===== src/pkg/plr_pkg.sv =====
// constants and helpers for the pin-level read register bank
`default_nettype none

package plr_pkg;

   // number of pin groups that own a register
   localparam int GROUPS = 13;

   // apb data and address widths
   localparam int DATA_W = 32;
   localparam int ADDR_W = 32;
   localparam int LEVEL_W = 8;

   // register word indexes; the byte address is four times the index
   localparam logic [ADDR_W-1:0] IDX_GROUP1 = 32'h0008C041;
   localparam logic [ADDR_W-1:0] IDX_GROUP2 = 32'h0008C042;
   localparam logic [ADDR_W-1:0] IDX_GROUP3 = 32'h0008C043;
   localparam logic [ADDR_W-1:0] IDX_GROUP4 = 32'h0008C044;
   localparam logic [ADDR_W-1:0] IDX_GROUP5 = 32'h0008C045;
   localparam logic [ADDR_W-1:0] IDX_GROUP6 = 32'h0008C046;
   localparam logic [ADDR_W-1:0] IDX_GROUP7 = 32'h0008C047;
   localparam logic [ADDR_W-1:0] IDX_GROUP8 = 32'h0008C048;
   localparam logic [ADDR_W-1:0] IDX_GROUP9 = 32'h0008C049;
   localparam logic [ADDR_W-1:0] IDX_GROUP_A = 32'h0008C04A;
   localparam logic [ADDR_W-1:0] IDX_GROUP_B = 32'h0008C04B;
   localparam logic [ADDR_W-1:0] IDX_GROUP_D = 32'h0008C04D;
   localparam logic [ADDR_W-1:0] IDX_GROUP_E = 32'h0008C04E;
   // control register: freeze of the sampled levels
   localparam logic [ADDR_W-1:0] IDX_CTRL = 32'h0008C050;

   // word index to byte address shift
   localparam int IDX_SHIFT = 2;

   // implemented low-order bits per group
   localparam int IMPL_GROUP1 = 2;
   localparam int IMPL_GROUP2 = 5;
   localparam int IMPL_GROUP3 = 4;
   localparam int IMPL_GROUP4 = 8;
   localparam int IMPL_GROUP5 = 6;
   localparam int IMPL_GROUP6 = 6;
   localparam int IMPL_GROUP7 = 7;
   localparam int IMPL_GROUP8 = 3;
   localparam int IMPL_GROUP9 = 7;
   localparam int IMPL_GROUP_A = 6;
   localparam int IMPL_GROUP_B = 8;
   localparam int IMPL_GROUP_D = 8;
   localparam int IMPL_GROUP_E = 6;

   // control register layout and reset
   localparam int CTRL_FREEZE_BIT = 0;
   localparam logic CTRL_FREEZE_RESET = 1'b0;

   // decoder slot codes beyond the group slots
   localparam logic [4:0] SLOT_CTRL = 5'h0D;
   localparam logic [4:0] SLOT_NONE = 5'h1F;

   // constant read and reset values
   localparam logic [DATA_W-1:0] DATA_ZERO = 32'h00000000;
   localparam logic [LEVEL_W-1:0] LEVEL_ONES = 8'hFF;

   // apb phase tracking
   typedef enum logic [1:0] {
      PLR_IDLE = 2'b00,
      PLR_WAIT = 2'b01,
      PLR_DONE = 2'b10
   } plr_phase_t;

endpackage

`default_nettype wire


===== src/plr_sync.sv =====
// two-stage synchroniser for a bundle of pin levels
`timescale 1ns/10ps
`default_nettype none

module plr_sync #(
   parameter int WIDTH = 8
) (
   input wire logic clk_i,
   input wire logic [WIDTH-1:0] async_i,
   output logic [WIDTH-1:0] sync_o
);

   logic [WIDTH-1:0] stage1;
   logic [WIDTH-1:0] stage2;

   // no reset: the sampled value must follow the pins, not a constant
   always_ff @(posedge clk_i) begin
      stage1 <= async_i;
      stage2 <= stage1;
   end

   // only the second stage leaves the module
   assign sync_o = stage2;

endmodule

`default_nettype wire


===== src/plr_bank.sv =====
// pin-level read register bank behind an apb slave
`timescale 1ns/10ps
`default_nettype none

// Contract
// - Each implemented bit of a pin-level register reads the present level of pin n of its group at bit n;
//   while the freeze bit is set the code returns the last sampled level instead.
// - Every unimplemented bit position in the low byte of a pin-level register reads as one; bits 31 to 8 read as zero.
// - Writes to a pin-level register change nothing, implemented or unimplemented bits alike.
// - Group 1 implements two low bits, group 2 five and group 3 four.
// - Groups 5, 6, A and E implement their lowest six bits only.
// - Groups 7 and 9 implement their lowest seven bits, the top bit being unimplemented.
// - Group 8 implements its lowest three bits only.
// - After reset a pin-level register holds no fixed constant but whatever the pins carry.
// - The registers sit at consecutive indexes, the group selecting the low nibble, with no register for C and F.
module plr_bank (
   input wire logic clk_i,
   input wire logic rstn_i,
   input wire logic psel_i,
   input wire logic penable_i,
   input wire logic pwrite_i,
   input wire logic [plr_pkg::ADDR_W-1:0] paddr_i,
   input wire logic [plr_pkg::DATA_W-1:0] pwdata_i,
   input wire logic [3:0] pstrb_i,
   output logic [plr_pkg::DATA_W-1:0] prdata_o,
   output logic pready_o,
   output logic pslverr_o,
   input wire logic [plr_pkg::LEVEL_W-1:0] pin_group1_i,
   input wire logic [plr_pkg::LEVEL_W-1:0] pin_group2_i,
   input wire logic [plr_pkg::LEVEL_W-1:0] pin_group3_i,
   input wire logic [plr_pkg::LEVEL_W-1:0] pin_group4_i,
   input wire logic [plr_pkg::LEVEL_W-1:0] pin_group5_i,
   input wire logic [plr_pkg::LEVEL_W-1:0] pin_group6_i,
   input wire logic [plr_pkg::LEVEL_W-1:0] pin_group7_i,
   input wire logic [plr_pkg::LEVEL_W-1:0] pin_group8_i,
   input wire logic [plr_pkg::LEVEL_W-1:0] pin_group9_i,
   input wire logic [plr_pkg::LEVEL_W-1:0] pin_group_a_i,
   input wire logic [plr_pkg::LEVEL_W-1:0] pin_group_b_i,
   input wire logic [plr_pkg::LEVEL_W-1:0] pin_group_d_i,
   input wire logic [plr_pkg::LEVEL_W-1:0] pin_group_e_i
);

   localparam int G = plr_pkg::GROUPS;
   localparam int LW = plr_pkg::LEVEL_W;

   // word indexes in slot order
   localparam logic [plr_pkg::ADDR_W-1:0] SLOT_INDEX [G] = '{
      plr_pkg::IDX_GROUP1, plr_pkg::IDX_GROUP2, plr_pkg::IDX_GROUP3,
      plr_pkg::IDX_GROUP4, plr_pkg::IDX_GROUP5, plr_pkg::IDX_GROUP6,
      plr_pkg::IDX_GROUP7, plr_pkg::IDX_GROUP8, plr_pkg::IDX_GROUP9,
      plr_pkg::IDX_GROUP_A, plr_pkg::IDX_GROUP_B, plr_pkg::IDX_GROUP_D,
      plr_pkg::IDX_GROUP_E
   };

   // implemented width per slot
   localparam int SLOT_IMPL [G] = '{
      plr_pkg::IMPL_GROUP1, plr_pkg::IMPL_GROUP2, plr_pkg::IMPL_GROUP3,
      plr_pkg::IMPL_GROUP4, plr_pkg::IMPL_GROUP5, plr_pkg::IMPL_GROUP6,
      plr_pkg::IMPL_GROUP7, plr_pkg::IMPL_GROUP8, plr_pkg::IMPL_GROUP9,
      plr_pkg::IMPL_GROUP_A, plr_pkg::IMPL_GROUP_B, plr_pkg::IMPL_GROUP_D,
      plr_pkg::IMPL_GROUP_E
   };

   // byte address of a word index
   function automatic logic [plr_pkg::ADDR_W-1:0] byte_addr(input logic [plr_pkg::ADDR_W-1:0] idx);
      byte_addr = idx << plr_pkg::IDX_SHIFT;
   endfunction

   // mask with ones on the implemented low bits
   function automatic logic [LW-1:0] impl_mask(input int impl);
      logic [LW-1:0] m;
      m = '0;
      for (int b = 0; b < LW; b++) begin
         if (b < impl) begin
            m[b] = 1'b1;
         end
      end
      impl_mask = m;
   endfunction

   // map a bus address to a slot, or to none
   function automatic logic [4:0] decode(input logic [plr_pkg::ADDR_W-1:0] addr);
      logic [4:0] s;
      s = plr_pkg::SLOT_NONE;
      for (int k = 0; k < G; k++) begin
         if (addr == byte_addr(SLOT_INDEX[k])) begin
            s = 5'(k);
         end
      end
      if (addr == byte_addr(plr_pkg::IDX_CTRL)) begin
         s = plr_pkg::SLOT_CTRL;
      end
      decode = s;
   endfunction

   // raw pin bundles in slot order
   logic [LW-1:0] pin_raw [G];
   logic [LW-1:0] pin_sync [G];
   logic [LW-1:0] pin_level [G];

   assign pin_raw[0] = pin_group1_i;
   assign pin_raw[1] = pin_group2_i;
   assign pin_raw[2] = pin_group3_i;
   assign pin_raw[3] = pin_group4_i;
   assign pin_raw[4] = pin_group5_i;
   assign pin_raw[5] = pin_group6_i;
   assign pin_raw[6] = pin_group7_i;
   assign pin_raw[7] = pin_group8_i;
   assign pin_raw[8] = pin_group9_i;
   assign pin_raw[9] = pin_group_a_i;
   assign pin_raw[10] = pin_group_b_i;
   assign pin_raw[11] = pin_group_d_i;
   assign pin_raw[12] = pin_group_e_i;

   // control: freeze holds the last sampled levels
   logic freeze;

   // one synchroniser per group, then an optional hold stage
   for (genvar g = 0; g < G; g++) begin : g_grp
      plr_sync #(
         .WIDTH(LW)
      ) u_sync (
         .clk_i(clk_i),
         .async_i(pin_raw[g]),
         .sync_o(pin_sync[g])
      );

      // no reset value, levels track the pins
      always_ff @(posedge clk_i) begin
         if (!freeze) begin
            pin_level[g] <= pin_sync[g];
         end
      end
   end

   // read view: implemented bits live, others forced high
   logic [LW-1:0] read_view [G];

   always_comb begin
      for (int k = 0; k < G; k++) begin
         read_view[k] = (pin_level[k] & impl_mask(SLOT_IMPL[k])) | ~impl_mask(SLOT_IMPL[k]);
      end
   end

   // apb decode of the current request
   logic [4:0] slot;
   logic misaligned;
   logic access;
   logic hit;
   plr_pkg::plr_phase_t phase;

   // consecutive indexes, c and f left unmapped
   assign slot = decode(paddr_i);
   assign misaligned = (paddr_i[1:0] != 2'b00);
   assign hit = (slot != plr_pkg::SLOT_NONE) && !misaligned;
   assign access = psel_i && penable_i;

   // read data for the decoded slot, zero above the low byte
   logic [plr_pkg::DATA_W-1:0] next_prdata;

   always_comb begin
      next_prdata = plr_pkg::DATA_ZERO;
      if (hit && slot == plr_pkg::SLOT_CTRL) begin
         next_prdata[plr_pkg::CTRL_FREEZE_BIT] = freeze;
      end else if (hit) begin
         next_prdata[LW-1:0] = read_view[slot[3:0]];
      end
   end

   // phase tracker: one wait state, then pready for one cycle
   always_ff @(posedge clk_i or negedge rstn_i) begin
      if (!rstn_i) begin
         phase <= plr_pkg::PLR_IDLE;
      end else begin
         unique case (phase)
            plr_pkg::PLR_IDLE: begin
               if (access) begin
                  phase <= plr_pkg::PLR_DONE;
               end
            end
            plr_pkg::PLR_DONE: begin
               phase <= plr_pkg::PLR_IDLE;
            end
            default: begin
               phase <= plr_pkg::PLR_IDLE;
            end
         endcase
      end
   end

   // answer registers: pready follows the phase
   always_ff @(posedge clk_i or negedge rstn_i) begin
      if (!rstn_i) begin
         pready_o <= 1'b0;
      end else begin
         pready_o <= (phase == plr_pkg::PLR_IDLE) && access;
      end
   end

   // read data captured as pready rises, cleared otherwise
   always_ff @(posedge clk_i or negedge rstn_i) begin
      if (!rstn_i) begin
         prdata_o <= plr_pkg::DATA_ZERO;
      end else if ((phase == plr_pkg::PLR_IDLE) && access && !pwrite_i) begin
         prdata_o <= next_prdata;
      end else begin
         prdata_o <= plr_pkg::DATA_ZERO;
      end
   end

   // error for unmapped or misaligned words; level writes are quiet
   always_ff @(posedge clk_i or negedge rstn_i) begin
      if (!rstn_i) begin
         pslverr_o <= 1'b0;
      end else begin
         pslverr_o <= (phase == plr_pkg::PLR_IDLE) && access && !hit;
      end
   end

   // control write takes effect at the completing edge only
   // level slots take no write path at all
   always_ff @(posedge clk_i or negedge rstn_i) begin
      if (!rstn_i) begin
         freeze <= plr_pkg::CTRL_FREEZE_RESET;
      end else if (access && pready_o && pwrite_i && hit && slot == plr_pkg::SLOT_CTRL && pstrb_i[0]) begin
         freeze <= pwdata_i[plr_pkg::CTRL_FREEZE_BIT];
      end
   end

endmodule

`default_nettype wire


===== config.mk =====
export PLATFORM = sky130hd
export DESIGN_NAME = plr_bank
export DESIGN_NICKNAME = d
export VERILOG_FILES = /design/src/pkg/plr_pkg.sv /design/src/plr_sync.sv /design/src/plr_bank.sv
export SDC_FILE = /design/constraint.sdc
export NUM_CORES = 1
export LEC_CHECK = 0
export BUFFER_PORTS_ARGS = -buffer_cell sky130_fd_sc_hd__buf_2
export CORE_MARGIN = 2
export CORE_UTILIZATION = 39
export DETAILED_ROUTE_END_ITERATION = 8
export GPL_ROUTABILITY_DRIVEN = 0
export PLACE_DENSITY_LB_ADDON = 0.12
export SLEW_MARGIN = 20
export SYNTH_ARGS = -nofsm -noshare
export SYNTH_HDL_FRONTEND = slang
export SYNTH_SLANG_ARGS = --single-unit

===== constraint.sdc =====
create_clock -name clk_i -period 2.4 [get_ports clk_i]
set_input_delay 0 -clock clk_i [delete_from_list [all_inputs] [get_ports clk_i]]
set_output_delay 0 -clock clk_i [all_outputs]
set_load 0.005 [all_outputs]

After elaboration in Yosys (flattened, before gate mapping)
Memories as Yosys holds them, arrays and structs flattened.
Index checks and enable logic that the tools add are counted.
- bits of input ports: 177
- ROM bits: 0
- register bits: 221
- memory bits (writable): 104
- memories: 1
- bits in latches: 0
- logic and storage cells: 91
- output and inout port bits: 34
- equal/unequal tests: 17
- add/sub/neg operators: 0
- mux-type cells: 24
- $lt $le $gt $ge: 1
- bitwise operators: 1
- div/mod/pow operators: 0
- shift-type cells: 0
- reductions and logical operators: 16
- multiply operators: 0
- memories (memory ; words ; width ; read ports ; clocked after memory_dff ; write ports ; RTL line ; text):
    pin_level ; 13 ; 8 ; 13 ; 0 ; 13 ; plr_bank.sv:99 ; logic [LW-1:0] pin_level [G];
- operator list (cell ; count):
    $eq A32 B22 Y1 const B ; 14
    $mux W5 ; 14
    $bmux W8 S4 ; 1
    $mux W8 ; 4
    $logic_and A1 B1 Y1 ; 11
    $mux W7 ; 1
    $eq A5 B4 Y1 const B ; 1
    $ge A5 B5 Y1 const B ; 1
    $ne A5 B5 Y1 const B ; 1
    $not A4 Y5 ; 1
    $mux W2 ; 2
    $logic_not A1 Y1 ; 3
    $logic_not A2 Y1 ; 1
    $mux W1 ; 2
    $ne A2 B2 Y1 const B ; 1
    $reduce_bool A2 Y1 ; 1

Longest topological paths before layout
- depth in word-level cells: 22
- depth in mapped cells: 10
- mapped depth without buffers: 7

Cells and area by module
A second synthesis with hierarchy kept.
- cells, all modules: 504
- area, all modules: 8180.3 um^2
- by module, submodules not included (module ; seq. area each (um^2) ; area each (um^2) ; cells each ; times used):
    plr_sync ; 320.3 ; 320.3 ; 16 ; 13
    plr_bank ; 2582.5 ; 4016.4 ; 296 ; 1

Worst setup path after synthesis
No wires, ideal clock.
- path type: register -> register
- from: register freeze
- to: memory pin_level[0][0] (netlist bit) (enable)
- required time: 1.970 ns
- stages on the path, launching flop included: 2
- arrival: 1.858 ns
- library setup time: 0.430 ns
- path slack: 0.112 ns
- path buffers: 0
- clock period less this slack: 2.288 ns
- path through: dfrtp_1 inv_1
- RTL lines (item ; RTL line ; text):
    start, declared ; plr_bank.sv:116 ; logic freeze;
    start signal, assigned ; plr_bank.sv:224 ; freeze <= plr_pkg::CTRL_FREEZE_RESET;
    start signal, assigned ; plr_bank.sv:226 ; freeze <= pwdata_i[plr_pkg::CTRL_FREEZE_BIT];
    end, declared ; plr_bank.sv:99 ;

Worst setup path in the final report
- from: input port penable_i
- to: register prdata_o[2] (netlist bit)
- longest elaborated chain between the ends: 4
- ends and longest elaborated chain (item ; RTL line ; text):
    start, declared ; plr_bank.sv:20 ; input wire logic penable_i,
    $logic_and A1 B1 Y1 ; plr_bank.sv:156 ; assign access = psel_i && penable_i;
    $logic_and A1 B1 Y1 (2 in a row) ; plr_bank.sv:204 ; end else if ((phase == plr_pkg::PLR_IDLE) && access && !pwrite_i) begin
    $mux W8 ; plr_bank.sv:204 ;
    end signal, assigned ; plr_bank.sv:203 ; prdata_o <= plr_pkg::DATA_ZERO;
    end signal, assigned ; plr_bank.sv:205 ; prdata_o <= next_prdata;
    end signal, assigned ; plr_bank.sv:207 ; prdata_o <= plr_pkg::DATA_ZERO;
    end, declared ; plr_bank.sv:25 ; output logic [plr_pkg::DATA_W-1:0] prdata_o,
No other way between the ends.
A chain may end at the register's enable or synchronous reset.

==> flow_summary.json <==
{
  "status": "completed",
  "cellLeakagePower_nw": 4.067,
  "synthesis.area_um2": 7020,
  "syn_avg_cell_area_um2": 16.21,
  "routedWlPerCell_um": 14.53,
  "synth-main-ff-cell": "dfxtp_1",
  "setup_viol": 0,
  "drive_above_1_share": 0.3078,
  "final_net_count": 851,
  "post-cts-setup-buffer-count": 0,
  "via_count": 4029,
  "fp-row-count": 49,
  "area_growth_pct": 36.93,
  "fp.dieW_um": 138.2,
  "post-dp-hpwl_mm": 8.744,
  "initial_core_util": 0.3935,
  "timing.critical_path.fanout_max": 6,
  "p_int_mw": 6.909,
  "drt_drc_violations_left": 0,
  "report.final.slew_viol_count": 0,
  "power.switching_fraction": 0.1933,
  "cts_inserted_buffers": 24,
  "core_um2": 17840,
  "route.antenna.remaining_nets": 0,
  "fin_hold_viols": 0,
  "grt_use_total": 0.1396,
  "vdd_ir_drop_max_uv": 480.4,
  "io_pins": 211,
  "powerDensity_nw_per_um2": 890.9,
  "preCtsSetupSlack_ns": -0.05359,
  "worst-slew-pin-transition_ns": 0.8108,
  "cts.htree.levels": 1,
  "final_core_util": 0.5388,
  "routed_vias_inst": 4.375,
  "max_cap_violations": 0,
  "synthArstFlopShare": 0.05000,
  "drt_pre_antenna_iters": 4,
  "die_height_um": 138.2,
  "synth.yosys.seq_area_share": 0.8013,
  "setup_repair_after_global_routing_missed_its_margin": "false",
  "postRouteWirelength_mm": 13.38,
  "cts_tree": "done",
  "grt_pass1_vias": 4192,
  "maxClockFrequency_mhz": 452.4,
  "largest_net_degree_at_the_start_of_global_routing": 61,
  "period_minus_slack_ns": 2.211,
  "design.die.area_um2": 19090,
  "placement.io_buffers": 124,
  "critPathKind": "input port to flop",
  "finClkSkew_ns": 0.01055,
  "p_clk_frac": 0.446,
  "p_sw_mw": 1.655,
  "synth-edff-count": 76,
  "synth.ff_latch_count": 240,
  "post_cts_hold_buffer_count": 83,
  "worst-endpoint-required_ns": 2.83,
  "critical_path_source_type": "input port",
  "diodes": 0,
  "combinationalPowerShare": 0.036,
  "grt_antenna_before_repair": 0,
  "global_route.overflow_total": 0,
  "post-route-worst-setup-slack_ns": 0.1893,
  "grt_first_pass_wirelength_mm": 21.13,
  "final.period_utilization": 0.9211,
  "endpoint_kind": "flop",
  "clock_tree.buffer_depth": 3,
  "ys_types": 62,
  "setup_total_negative_slack_ns": 0,
  "numClockSinks": 240,
  "cp.arrival_ns": 2.64,
  "cts_clk_pin_slew_worst_paths_ns": 0.06,
  "seq_power_share": 0.519,
  "worst_slew_margin_rel": 0.4575,
  "clk_latency_ns": 0.50,
  "min_path_type": "input port to flop",
  "cts-resized-gates": 0,
  "root_buffer": "clkbuf_16",
  "ys_warn_count": 0,
  "initialDrtViolationCount": 212,
  "netlist_instances": 433
}
power by group through the flow:
stage                     Sequential, mW  Clock (mW)  Combinational, mW
after floorplan                     4.51           0              0.108
after global placement              4.53           0              0.197
after detailed placement            4.53           0              0.203
after CTS                           4.45        3.91              0.306
after global routing                4.46        4.07              0.334
final                               4.44        3.82              0.306
routing by layer:
| layer | up-vias | global-route usage | wire, um |
|---|---|---|---|
| li1 | 2011 | - | - |
| met1 | 1845 | 0.1698 | 5619 |
| met2 | 152 | 0.2449 | 6606 |
| met3 | 21 | 0.03117 | 865 |
| met4 | 0 | 0.04941 | 291 |
| met5 | - | 0 | 0 |
worst max-delay path, stage by stage:
cell           delay, ns
dlygate4sd3_1       0.51
buf_2               0.09
nand2_1             0.06
dlygate4sd3_1       0.56
or2_2               0.31
nor2_1              0.29
nand2_1             0.25
nor4_1              0.36
o22a_1              0.20
logic make-up (layout without fill, tap and decap cells):
logic type      Yosys count  in the layout  synth area share
flops                   240            240            0.8013
simple gates             69             69           0.05971
compound gates           66             66           0.07236
buf+inv                  39            275           0.03885
mux                      15             15           0.02353
xor+xnor                  3              3          0.003743
other cells               1             24         0.0005342
cells in the mapped netlist, types with 2 or more instances:
| cell type | number | area share |
|---|---|---|
| xor2_1 | 2 | 0.0025 |
| nor4_1 | 8 | 0.0071 |
| a21o_1 | 3 | 0.0032 |
| a221oi_1 | 2 | 0.0025 |
| buf_2 | 2 | 0.0014 |
| nor3_1 | 9 | 0.0064 |
| mux2i_1 | 3 | 0.0043 |
| inv_1 | 5 | 0.0027 |
| dfrtp_1 | 12 | 0.043 |
| buf_6 | 2 | 0.0032 |
| nor4b_2 | 2 | 0.0043 |
| a31oi_1 | 2 | 0.0018 |
| or3_1 | 2 | 0.0018 |
| o22ai_1 | 11 | 0.0098 |
| dfxtp_1 | 152 | 0.43 |
| o31ai_1 | 2 | 0.0021 |
| o22a_1 | 2 | 0.0025 |
| o211ai_1 | 2 | 0.0021 |
| nand2_1 | 9 | 0.0048 |
| mux2_2 | 12 | 0.019 |
| o21ai_0 | 16 | 0.011 |
| nand3_1 | 3 | 0.0021 |
| o311a_1 | 2 | 0.0029 |
| a21oi_1 | 7 | 0.0050 |
| o221ai_1 | 2 | 0.0025 |
| o21a_1 | 2 | 0.0021 |
| or2_2 | 2 | 0.0018 |
| clkbuf_1 | 3 | 0.0016 |
| o22ai_2 | 2 | 0.0036 |
| edfxtp_1 | 76 | 0.33 |
| buf_4 | 26 | 0.028 |
| nor2_1 | 18 | 0.0096 |
worst paths after layout:
kind / startpoint / endpoint / slack (ns) / depth (start not counted)
max reg2reg: phase[1] / prdata_o[2] / 0.55 / 5
min: pin_group6_i[5] / g_grp[5].u_sync.stage1[5] / 0.13 / 2
min reg2reg: g_grp[3].u_sync.stage1[4] / g_grp[3].u_sync.sync_o[4] / 0.32 / 0
max: penable_i / prdata_o[2] / 0.19 / 9
min in group asynchronous: rstn_i / prdata_o[1] / 0.67 / 3
max in group asynchronous: rstn_i / prdata_o[7] / 1.26 / 3
stage by stage:
stage | total power [mW] | cell area (um^2) | hold slack [ns] | cells
after floorplan | 4.616 | 7107 | -0.2956 | 456
after global placement | 4.728 | 7931 | -0.06969 | 794
after detailed placement | 4.737 | 7931 | -0.05870 | 794
after CTS | 8.657 | 9613 | 0.1122 | 921
after global routing | 8.865 | 9613 | 0.1273 | 921
final | 8.564 | 9613 | 0.1320 | 921
registers in the layout (all words and copies together) (netlist names):
register	count
g_grp.u_sync.stage1	76
g_grp.u_sync.sync_o	76
pin_level	76
prdata_o	8
freeze	1
phase	1
pready_o	1
pslverr_o	1
cell usage in the layout (no fill, tap or decap), drive strengths merged, types with 7 or more instances in the layout:
| master | netlist | final |
|---|---|---|
| inv | 5 | 10 |
| conb | 1 | 24 |
| nor3 | 9 | 9 |
| edfxtp | 76 | 76 |
| nor2 | 18 | 18 |
| dfxtp | 152 | 152 |
| clkbuf | 3 | 34 |
| dfrtp | 12 | 12 |
| buf | 31 | 143 |
| a21oi | 7 | 7 |
| mux2 | 12 | 12 |
| nand2 | 10 | 10 |
| o22ai | 13 | 13 |
| nor4 | 10 | 10 |
| dlygate4sd3 | 0 | 83 |
| o21ai | 17 | 17 |
layout make-up:
class	instances	area, um^2
fill	1488	8228
sequential	240	5625
timing repair buffer	226	1619
multi-input combinational	177	1212
clock buffer	34	753.2
tap	229	286.5
clock inverter	10	97.59
inverter	5	18.77
(Power assumes the default switching activity.)
